===== src/logic/rtcc_read_pkg.sv =====
package rtcc_read_pkg;
  // ------------------------------------------------------------
  // bus addressing
  // ------------------------------------------------------------
  localparam logic [6:0] DEV_ADDR = 7'h6f;
  localparam logic RW_WRITE = 1'b0;
  localparam logic RW_READ = 1'b1;
  // ------------------------------------------------------------
  // memory map
  // ------------------------------------------------------------
  localparam int PTR_W = 7;
  localparam logic [PTR_W-1:0] TK_FIRST = 7'h00;
  localparam logic [PTR_W-1:0] TK_LAST = 7'h1f;
  localparam logic [PTR_W-1:0] RAM_FIRST = 7'h20;
  localparam logic [PTR_W-1:0] RAM_LAST = 7'h5f;
  localparam logic [PTR_W-1:0] PTR_RESET = 7'h00;
  // ------------------------------------------------------------
  // byte framing
  // ------------------------------------------------------------
  localparam logic [3:0] BITS_PER_BYTE = 4'h8;
  localparam logic [3:0] TX_LAST_SHIFT = 4'h7;
  localparam int SYNC_STAGES = 2;

  typedef enum logic [1:0] {KIND_CTRL, KIND_ADDR, KIND_WDATA} byte_kind_t;
  typedef enum logic [2:0] {ST_IDLE, ST_RX_BYTE, ST_ACK_DRV, ST_TX_BYTE, ST_ACK_SMP} link_state_t;

  function automatic logic [PTR_W-1:0] next_ptr(input logic [PTR_W-1:0] p);
    if (p == TK_LAST) begin
      next_ptr = TK_FIRST;
    end else if (p == RAM_LAST) begin
      next_ptr = RAM_FIRST;
    end else begin
      next_ptr = p + 7'h01;
    end
  endfunction : next_ptr
endpackage : rtcc_read_pkg


===== src/logic/pin_sync.sv =====
module pin_sync
  import rtcc_read_pkg::*;
#(
  parameter int WIDTH = 2
) (
  input wire logic i_ref_clk,
  input wire logic i_reset,
  input wire logic i_clk_en,
  input wire logic [WIDTH-1:0] i_async,
  output logic [WIDTH-1:0] o_sync
);
  // ------------------------------------------------------------
  // two-stage synchroniser, idle bus level is high
  // ------------------------------------------------------------
  logic [WIDTH-1:0] meta_r;
  logic [WIDTH-1:0] meta_nxt;
  logic [WIDTH-1:0] sync_r;
  logic [WIDTH-1:0] sync_nxt;

  // refused while elaborating, so a bad width never reaches a run
  if (WIDTH < 1) begin : g_width_check
    $error("pin_sync needs WIDTH of at least 1");
  end

  always_comb begin
    meta_nxt = meta_r;
    sync_nxt = sync_r;
    if (i_clk_en) begin
      meta_nxt = i_async;
      sync_nxt = meta_r;
    end
  end

  always_ff @(posedge i_ref_clk) begin
    if (i_reset) begin
      meta_r <= '1;
      sync_r <= '1;
    end else begin
      meta_r <= meta_nxt;
      sync_r <= sync_nxt;
    end
  end

  assign o_sync = sync_r;
endmodule : pin_sync


===== src/logic/rtcc_read_target.sv =====
module rtcc_read_target
  import rtcc_read_pkg::*;
(
  input wire logic i_ref_clk,
  input wire logic i_reset,
  input wire logic i_clk_en,
  input wire logic i_scl,
  input wire logic i_sda_in,
  output logic o_sda_out,
  output logic o_sda_oe_n,
  input wire logic i_on_backup,
  output logic [PTR_W-1:0] o_rd_addr,
  input wire logic [7:0] i_rd_data
);
  // ------------------------------------------------------------
  // pin sampling and bus events
  // ------------------------------------------------------------
  logic scl_s;
  logic sda_s;
  logic scl_q_r;
  logic scl_q_nxt;
  logic sda_q_r;
  logic sda_q_nxt;
  logic scl_rise;
  logic scl_fall;
  logic start_evt;
  logic stop_evt;

  pin_sync #(
    .WIDTH(2)
  ) u_sync (
    .i_ref_clk(i_ref_clk),
    .i_reset(i_reset),
    .i_clk_en(i_clk_en),
    .i_async({i_scl, i_sda_in}),
    .o_sync({scl_s, sda_s})
  );

  always_comb begin
    scl_q_nxt = i_clk_en ? scl_s : scl_q_r;
    sda_q_nxt = i_clk_en ? sda_s : sda_q_r;
  end

  always_ff @(posedge i_ref_clk) begin
    if (i_reset) begin
      scl_q_r <= 1'b1;
      sda_q_r <= 1'b1;
    end else begin
      scl_q_r <= scl_q_nxt;
      sda_q_r <= sda_q_nxt;
    end
  end

  assign scl_rise = i_clk_en && scl_s && !scl_q_r;
  assign scl_fall = i_clk_en && !scl_s && scl_q_r;
  // data moving while the clock is high marks start or stop
  assign start_evt = i_clk_en && scl_s && scl_q_r && sda_q_r && !sda_s;
  assign stop_evt = i_clk_en && scl_s && scl_q_r && !sda_q_r && sda_s;

  // ------------------------------------------------------------
  // link state machine
  // ------------------------------------------------------------
  link_state_t state_r;
  link_state_t state_nxt;
  byte_kind_t kind_r;
  byte_kind_t kind_nxt;
  logic [3:0] bitcnt_r;
  logic [3:0] bitcnt_nxt;
  logic [7:0] shift_r;
  logic [7:0] shift_nxt;
  logic read_r;
  logic read_nxt;
  logic mack_r;
  logic mack_nxt;
  logic [PTR_W-1:0] ptr_r;
  logic [PTR_W-1:0] ptr_nxt;
  logic oe_n_r;
  logic oe_n_nxt;
  logic byte_done;
  logic ptr_adv;
  logic accept;

  assign byte_done = (state_r == ST_RX_BYTE) && scl_fall && (bitcnt_r == BITS_PER_BYTE);
  assign ptr_adv = (state_r == ST_TX_BYTE) && scl_fall && (bitcnt_r == TX_LAST_SHIFT);

  always_comb begin
    state_nxt = state_r;
    kind_nxt = kind_r;
    bitcnt_nxt = bitcnt_r;
    shift_nxt = shift_r;
    read_nxt = read_r;
    mack_nxt = mack_r;
    ptr_nxt = ptr_r;
    oe_n_nxt = oe_n_r;
    accept = 1'b0;
    if (stop_evt) begin
      state_nxt = ST_IDLE;
      oe_n_nxt = 1'b1;
    end else if (start_evt) begin
      // a repeated start closes a write but leaves the pointer alone
      state_nxt = ST_RX_BYTE;
      kind_nxt = KIND_CTRL;
      bitcnt_nxt = 4'h0;
      oe_n_nxt = 1'b1;
    end else begin
      unique case (state_r)
        ST_IDLE: begin
          oe_n_nxt = 1'b1;
        end
        ST_RX_BYTE: begin
          if (scl_rise && bitcnt_r != BITS_PER_BYTE) begin
            shift_nxt = {shift_r[6:0], sda_s};
            bitcnt_nxt = bitcnt_r + 4'h1;
          end else if (byte_done) begin
            unique case (kind_r)
              KIND_CTRL: begin
                accept = (shift_r[7:1] == DEV_ADDR) && !i_on_backup;
                read_nxt = shift_r[0] == RW_READ;
              end
              KIND_ADDR: begin
                // an address past the memory is refused, pointer untouched
                accept = (shift_r <= {1'b0, RAM_LAST}) && !i_on_backup;
                if (accept) begin
                  ptr_nxt = shift_r[PTR_W-1:0];
                end
              end
              KIND_WDATA: begin
                // write data belongs to the write path; acked, not stored here
                accept = !i_on_backup;
              end
              default: begin
                accept = 1'b0;
              end
            endcase
            state_nxt = accept ? ST_ACK_DRV : ST_IDLE;
            oe_n_nxt = !accept;
          end
        end
        ST_ACK_DRV: begin
          if (scl_fall) begin
            bitcnt_nxt = 4'h0;
            if (kind_r == KIND_CTRL && read_r) begin
              state_nxt = ST_TX_BYTE;
              shift_nxt = i_rd_data;
              oe_n_nxt = i_rd_data[7];
            end else begin
              state_nxt = ST_RX_BYTE;
              kind_nxt = (kind_r == KIND_CTRL) ? KIND_ADDR : KIND_WDATA;
              oe_n_nxt = 1'b1;
            end
          end
        end
        ST_TX_BYTE: begin
          if (scl_fall) begin
            if (bitcnt_r == TX_LAST_SHIFT) begin
              state_nxt = ST_ACK_SMP;
              oe_n_nxt = 1'b1;
              ptr_nxt = next_ptr(ptr_r);
            end else begin
              shift_nxt = {shift_r[6:0], 1'b0};
              oe_n_nxt = shift_r[6];
              bitcnt_nxt = bitcnt_r + 4'h1;
            end
          end
        end
        ST_ACK_SMP: begin
          if (scl_rise) begin
            mack_nxt = !sda_s;
          end else if (scl_fall) begin
            if (mack_r) begin
              // no byte count kept: reads run as long as the master acks
              state_nxt = ST_TX_BYTE;
              shift_nxt = i_rd_data;
              oe_n_nxt = i_rd_data[7];
              bitcnt_nxt = 4'h0;
            end else begin
              state_nxt = ST_IDLE;
              oe_n_nxt = 1'b1;
            end
          end
        end
      endcase
    end
  end

  always_ff @(posedge i_ref_clk) begin
    if (i_reset) begin
      state_r <= ST_IDLE;
      kind_r <= KIND_CTRL;
      bitcnt_r <= 4'h0;
      shift_r <= 8'h00;
      read_r <= 1'b0;
      mack_r <= 1'b0;
      ptr_r <= PTR_RESET;
      oe_n_r <= 1'b1;
    end else begin
      state_r <= state_nxt;
      kind_r <= kind_nxt;
      bitcnt_r <= bitcnt_nxt;
      shift_r <= shift_nxt;
      read_r <= read_nxt;
      mack_r <= mack_nxt;
      ptr_r <= ptr_nxt;
      oe_n_r <= oe_n_nxt;
    end
  end

  // ------------------------------------------------------------
  // outputs
  // ------------------------------------------------------------
  // open-drain: the data value is always low, only the enable moves
  logic sda_out_r;

  always_ff @(posedge i_ref_clk) begin
    sda_out_r <= 1'b0;
  end

  assign o_sda_out = sda_out_r;
  assign o_sda_oe_n = oe_n_r;
  assign o_rd_addr = ptr_r;

  // ------------------------------------------------------------
  // checks
  // ------------------------------------------------------------
  AST_STOP_RELEASE: assert property (@(posedge i_ref_clk) disable iff (i_reset)
    stop_evt |=> o_sda_oe_n && state_r == ST_IDLE)
    else $error("line not released after stop");
  AST_NACK_ENDS: assert property (@(posedge i_ref_clk) disable iff (i_reset)
    (state_r == ST_ACK_SMP && scl_fall && !mack_r && !stop_evt && !start_evt)
    |=> state_r == ST_IDLE ##1 o_sda_oe_n)
    else $error("transmission continued after nack");
  AST_RESTART_KEEPS_PTR: assert property (@(posedge i_ref_clk) disable iff (i_reset)
    start_evt |=> ptr_r == $past(ptr_r))
    else $error("pointer changed on repeated start");
  AST_READ_SENDS: assert property (@(posedge i_ref_clk) disable iff (i_reset)
    (state_r == ST_ACK_DRV && scl_fall && kind_r == KIND_CTRL && read_r
     && !stop_evt && !start_evt)
    |=> state_r == ST_TX_BYTE && o_sda_oe_n == $past(i_rd_data[7]))
    else $error("read byte not started after control ack");
  AST_ADV_ONE: assert property (@(posedge i_ref_clk) disable iff (i_reset)
    (ptr_adv && !stop_evt && !start_evt && ptr_r != TK_LAST && ptr_r != RAM_LAST)
    |=> ptr_r == $past(ptr_r) + 7'h01)
    else $error("pointer did not advance by one");
  AST_WRAP_TK: assert property (@(posedge i_ref_clk) disable iff (i_reset)
    (ptr_adv && !stop_evt && !start_evt && ptr_r == TK_LAST) |=> ptr_r == TK_FIRST)
    else $error("timekeeping block did not wrap");
  AST_WRAP_RAM: assert property (@(posedge i_ref_clk) disable iff (i_reset)
    (ptr_adv && !stop_evt && !start_evt && ptr_r == RAM_LAST) |=> ptr_r == RAM_FIRST)
    else $error("memory block did not wrap");
  AST_PTR_RANGE: assert property (@(posedge i_ref_clk) disable iff (i_reset)
    ptr_r <= RAM_LAST)
    else $error("pointer outside mapped space");
  AST_BACKUP_NO_ACK: assert property (@(posedge i_ref_clk) disable iff (i_reset)
    (byte_done && i_on_backup && !stop_evt && !start_evt) |=> o_sda_oe_n [*2])
    else $error("acknowledged while on backup supply");
  AST_NINTH_RELEASED: assert property (@(posedge i_ref_clk) disable iff (i_reset)
    state_r == ST_ACK_SMP |-> o_sda_oe_n)
    else $error("line driven during master ack slot");
endmodule : rtcc_read_target


===== config.mk =====
export PLATFORM = sky130hd
export DESIGN_NAME = rtcc_read_target
export DESIGN_NICKNAME = d
export VERILOG_FILES = /design/src/logic/rtcc_read_pkg.sv /design/src/logic/pin_sync.sv /design/src/logic/rtcc_read_target.sv
export SDC_FILE = /design/constraint.sdc
export NUM_CORES = 1
export LEC_CHECK = 0
export CORE_MARGIN = 8
export CORE_UTILIZATION = 35
export CTS_BUF_LIST = sky130_fd_sc_hd__clkbuf_4
export DETAILED_ROUTE_END_ITERATION = 10
export DONT_BUFFER_PORTS = 1
export PLACE_DENSITY = 0.48
export SYNTH_ARGS = -nofsm -noshare
export SYNTH_HDL_FRONTEND = slang
export SYNTH_HIERARCHICAL = 1
export SYNTH_SLANG_ARGS = --single-unit

===== constraint.sdc =====
create_clock -name i_ref_clk -period 4.63 [get_ports i_ref_clk]
set_input_delay 0.2315 -clock i_ref_clk [delete_from_list [all_inputs] [get_ports i_ref_clk]]
set_output_delay 0.2315 -clock i_ref_clk [all_outputs]
set_load 0.03 [all_outputs]

== Word-level counts from Yosys, hierarchy flattened ==
Cells that the tools add are included.

* Word-level logic and storage cells: 154
* Flip-flop bits (word level): 33
* Output and inout bits: 9

* Mux-type cells: 60
* Add/subtract/negate cells: 2
* Reductions and logical operators: 39
* Bitwise operators: 3
* $lt $le $gt $ge: 1
* Equal/unequal tests: 36

{| class="wikitable"
|+ Operators with widths
! kind !! count
|-
| 2-to-1 mux 8 bit || 8
|-
| 2-to-1 mux 7 bit || 8
|-
| 2-to-1 mux 4 bit || 8
|-
| case mux 8 bit (4 select lines) || 1
|-
| inequality test 3 bit (second input constant) || 8
|-
| 2-to-1 mux 3 bit || 7
|-
| inequality test 2 bit (second input constant) || 10
|-
| AND reduction 9 bit || 2
|-
| 2-to-1 mux 2 bit || 8
|-
| case mux 4 bit (4 select lines) || 1
|-
| AND reduction 8 bit || 2
|-
| logical AND 1 bit || 15
|-
| 2-to-1 mux 1 bit || 15
|-
| == test 7 bit (second input constant) || 2
|-
| case mux 7 bit (2 select lines) || 1
|-
| case mux 3 bit (4 select lines) || 1
|-
| AND reduction 6 bit || 2
|-
| AND reduction 11 bit || 1
|-
| <= comparator 8 x 7 -> 1 bit (second input constant) || 1
|-
| inequality test 2 x 1 -> 1 bit (second input constant) || 4
|-
| AND reduction 4 bit || 2
|-
| adder 7 x 1 -> 7 bit (second input constant) || 1
|-
| == test 7 x 5 -> 1 bit (second input constant) || 1
|-
| == test 3 x 2 -> 1 bit (second input constant) || 2
|-
| 20 further kinds || 30
|}

== Logic depth before layout (Yosys ltp) ==
* Depth after elaboration: 15
* Depth in mapped cells: 8
* Mapped depth without buffers: 7

== Hierarchy ==
The synthesis kept the hierarchy.

{| class="wikitable"
|+ By module, submodules not included
! module !! area an instance (um^2) !! cells an instance !! instances
|-
| rtcc_read_target || 1813.0 || 229 || 1
|-
| pin_sync || 140.1 || 12 || 1
|}

== Worst setup path after synthesis ==
OpenSTA, ideal clock, no wires.

* Path kind: flip-flop to flip-flop
* From: register bitcnt_r[0]
* To: register bitcnt_r[0]
* Slack: 2.709 ns
* Required time: 4.560 ns
* Setup time: 0.070 ns
* Buffers on the path: 0
* Data arrival time: 1.851 ns
* Period minus slack after synthesis: 1.921 ns
* Cell stages (with the launch flop): 8
* Cells stage by stage: dfxtp_1 -> inv_1 -> ha_1 -> nand3b_1 -> a41oi_1 -> or3_1 -> or4_1 -> a21boi_1

* Word-level cells in the longest chain between the ends: 5
* Elaborated cells between the ends (all ways): 12
* Those cells by class: add/sub (1); eq/ne (4); mux (5); reduce/logical (2)

{| class="wikitable"
|+ RTL lines
! item !! RTL line !! RTL
|-
| from (decl) || rtcc_read_target.sv:67 || <nowiki>logic [3:0] bitcnt_r;</nowiki>
|-
| from (signal assigned) || rtcc_read_target.sv:199 || <nowiki>bitcnt_r <= bitcnt_nxt;</nowiki>
|-
| adder 4 x 1 -> 4 bit || rtcc_read_target.sv:113, rtcc_read_target.sv:162 ||
|-
| 2-to-1 mux 4 bit || rtcc_read_target.sv:155 || <nowiki>if (bitcnt_r == TX_LAST_SHIFT) begin</nowiki>
|-
| 2-to-1 mux 4 bit || rtcc_read_target.sv:154 || <nowiki>if (scl_fall) begin</nowiki>
|-
| case mux 4 bit (4 select lines) || rtcc_read_target.sv:106 || <nowiki>unique case (state_r)</nowiki>
|-
| 2-to-1 mux 4 bit || rtcc_read_target.sv:99 || <nowiki>end else if (start_evt) begin</nowiki>
|}

Several ways; a longest one is shown, not always the timed one. The select of a mux whose other input is x is not followed.
A chain may end at the register's enable or synchronous reset.

== Final worst setup path ==
* From: register state_r[0]
* To: register shift_r[5]

* Word-level cells in the longest chain between the ends: 3
* Elaborated cells between the ends (all ways): 15
* Those cells by class: eq/ne (12); mux (1); reduce/logical (2)

{| class="wikitable"
|+ RTL lines
! item !! RTL line !! RTL
|-
| from (decl) || rtcc_read_target.sv:63 || <nowiki>link_state_t state_r;</nowiki>
|-
| from (signal assigned) || rtcc_read_target.sv:197 || <nowiki>state_r <= state_nxt;</nowiki>
|-
| == test 3 x 2 -> 1 bit (tied with other cells) || rtcc_read_target.sv:106 ||
|-
| inequality test 2 bit (no line) (tied with other cells) || -- ||
|-
| AND reduction 11 bit (no line) || -- ||
|-
| to (signal assigned) || rtcc_read_target.sv:200 || <nowiki>shift_r <= shift_nxt;</nowiki>
|-
| to (decl) || rtcc_read_target.sv:69 || <nowiki>logic [7:0] shift_r;</nowiki>
|}

Several ways; a longest one is shown, not always the timed one.

==> key figures <==
Worst setup path
  – CP Class: reg2reg
  – CP startpoint kind: flip-flop
  – Max FO, Critical Path: 14
  – CP Capture Type: flip-flop
  – Slowest-stage cell, CP: dfxtp_1
  – CP peak stage delay: about 0.60 ns
  – Worst path arrival time: between 2 and 3 ns
  – Worst path cell trace: or3b_1 -> o22ai_1 -> or3_1 -> nor3_2 -> a211oi_1
  – Worst Path Required: approximately 4.8 ns

Pwr
  – Lkg Pwr: just under 0.7 nW
  – Worst vdd ir: between 100 and 150 µV
  – Final Total Pwr: just over 500 µW
  – PwrDens: 244 nW/µm²

Cells and area
  – Commonest non-fill, non-tap cell in the layout: dfxtp_1
  – Area growth, synth to finish: 7.50%
  – Register area: around 660 µm²
  – Post-Layout Cell Count: between 300 and 400
  – Final core utilization: 38.6%
  – Diode count: 0
  – Final-stage net count: 258
  – Multi-input gate area: 1210 µm²
  – Fill count: 578
  – Most frequent cells in the layout: 33 x dfxtp_1, 23 x a21oi_1, 23 x nand2_1, 16 x nor2_1, 13 x o21ai_0
  – Layout cells sized above 1: under 10%

STA
  – Total negative slack: 0 ns
  – Clock Skew: ~0.0058 ns
  – Fmax: 425 MHz
  – Hold_ws: about 0.023 ns
  – Slew HR: approximately 36%
  – Final hold violations: 0
  – RSZ-0062 raised after global routing: no
  – Slew @ Worst Pin: ~0.96 ns
  – Setup violators final: 0
  – Final Cycle Share: between 50% and 60%
  – Final Critical Period: ~2.4 ns
  – Slew Limit Fails: 0

Logic synthesis
  – Synthesized Nets: approximately 260
  – Synth unique cells: ~60
  – Ys Warns: 6
  – Ys async rst share: 0%
  – Sequential share of the synthesized area: 33.8%
  – Main synth FF type: dfxtp_1
  – EDFF count, synth: 0
  – Seq cells post-synth: 33
  – Post-synthesis average cell area: 8.10 µm²
  – Synthesized area: a little under 2000 µm²
  – Mapped Cells: 241

Die
  – I/O pin total: 23
  – # rows: 27
  – Starting Density: between 30% and 40%
  – Die Span X: about 91 µm
  – Die area: 8230 µm²
  – Core Area: between 5000 and 6000 µm²
  – Die H: ~90 µm

Clock network
  – Num CTS Buffers: 5
  – Root Buffer: clkbuf_4
  – Htree depth: 2
  – Total setup buffers inserted after CTS: 0
  – Clock Latency Late Sink: roughly 0.33 ns
  – CTS tree: built
  – Clock transition at the registers of the reported paths: between 0.1 and 0.15 ns
  – Clk buf depth: 2
  – Clock sink count: 33

Place
  – DP HPWL: approximately 3800 µm
  – Port bufs: 0
  – Placed insts: between 300 and 400
  – Placer Congestion: 0.880

Detailed routing
  – DR WL/cell: around 17 µm
  – Vias per Instance: about 5.7
  – 1st-pass router iterations: 4
  – Via count: approximately 1,800
  – Antenna Nets Post-Route: 0
  – Detailed Route Iter0 Violations: ~180
  – Drt drc: 0
  – Post-Route WL: roughly 5400 µm

Global route
  – First-pass GRT wire length: slightly above 9000 µm
  – Largest net degree at the start of global routing: 24
  – Total gr overflow: 0
  – Initial antenna violation count: 0
  – GRT Total Usage: 13.8%
  – Vias in the first global route: between 1,500 and 2,000

Run status
  – Outcome: completed

Worst hold path
  – Min-delay worst type: in2reg

Flow run
  – Max Cap Viol: 0
cell families (layout without fill, tap and decap cells):
logic type      Yosys count  in the layout  synth area share (%)
fa+ha+maj                 3              3                  1.92
simple gates             93             93                  26.9
flops                    33             33                  33.8
buf+inv                  19             20                  4.04
other cells               1              1                 0.192
xor+xnor                  1              1                 0.449
mux                      10             10                  5.13
compound gates           81             81                  27.5
where the power goes:
part	internal, mW	leakage [nW]	switching (mW)
sequential	0.291	0.268	0.0102
clock	0.0637	0.0354	0.101
combinational	0.0196	0.378	0.0268
total	0.375	0.681	0.138
through the flow:
step / cell area (µm²) / setup slack [ns]
global route: 2100 / 2.11
CTS: 2100 / 2.32
detailed placement: 1990 / 2.38
finish: 2100 / 2.28
global placement: 1990 / 2.42
floorplan: 1950 / 2.71
routing by layer:
layer / GRT usage, % / up-vias / wire (µm)
met5: 0 / - / 0
met2: 22.0 / 34 / 2550
met3: 4.32 / 4 / 291
met4: 3.88 / 0 / 46
li1: - / 908 / -
met1: 17.3 / 843 / 2530
path summary, 6_finish.rpt:
kind	startpoint	to	slack (ns)	cells after the start
worst max-delay path	state_r[0]	shift_r[5]	2.28	5
worst min-delay path	i_clk_en	scl_q_r	0.02	1
worst max register to register	state_r[0]	shift_r[5]	2.28	5
worst min register to register	u_sync/meta_r[1]	u_sync/o_sync[1]	0.47	1
repair_timing:
action | CTS | global route
resized for setup | 0 | 0
hold buffers | 5 | 0
hold endpoints to repair | 23 | 0
state kept, by name, summed over array words and instances, names as in the netlist:
register and flops:
u_sync/o_sync 2, shift_r 8, read_r 1, bitcnt_r 4, mack_r 1, state_r 3
scl_q_r 1, kind_r 2, sda_q_r 1, o_rd_addr 7, o_sda_oe_n 1, u_sync/meta_r 2
final cells by class:
cell class / instances / area share [%]
Timing Repair Buffer: 6 / 2.74
Tap cell: 72 / 4.29
Sequential cell: 33 / 31.5
Clock inverter: 2 / 0.477
Multi-Input combinational cell: 189 / 57.8
Clock buffer: 6 / 2.15
Inverter: 6 / 1.07
cell usage after synthesis (2+ instances only):
master | count | area, µm²
a211oi_1 | 12 | 90.1
a211o_1 | 4 | 35.0
dfxtp_1 | 33 | 661
nand2b_1 | 7 | 43.8
a311oi_1 | 3 | 26.3
o311ai_0 | 3 | 26.3
nor2b_1 | 5 | 31.3
mux2i_1 | 10 | 100
clkbuf_1 | 9 | 33.8
o31ai_1 | 4 | 30.0
buf_2 | 2 | 10.0
nand3_1 | 8 | 40.0
nand3b_1 | 5 | 37.5
inv_1 | 6 | 22.5
nand2_1 | 23 | 86.3
o22ai_1 | 2 | 12.5
a21oi_1 | 23 | 115
and2_1 | 2 | 12.5
o21ai_0 | 13 | 65.1
nor3_2 | 2 | 20.0
nor2_1 | 16 | 60.1
or3b_1 | 2 | 17.5
and4b_1 | 3 | 30.0
ha_1 | 3 | 37.5
nor3_1 | 4 | 20.0
a41oi_1 | 2 | 17.5
or4_1 | 3 | 22.5
critical path, delay by kind of cell (launching register included):
kind	cells	cell delay, ns
simple gates	3	1.26
flops	1	0.60
compound gates	2	0.33
Note: power is estimated with default switching activity, not from simulation.
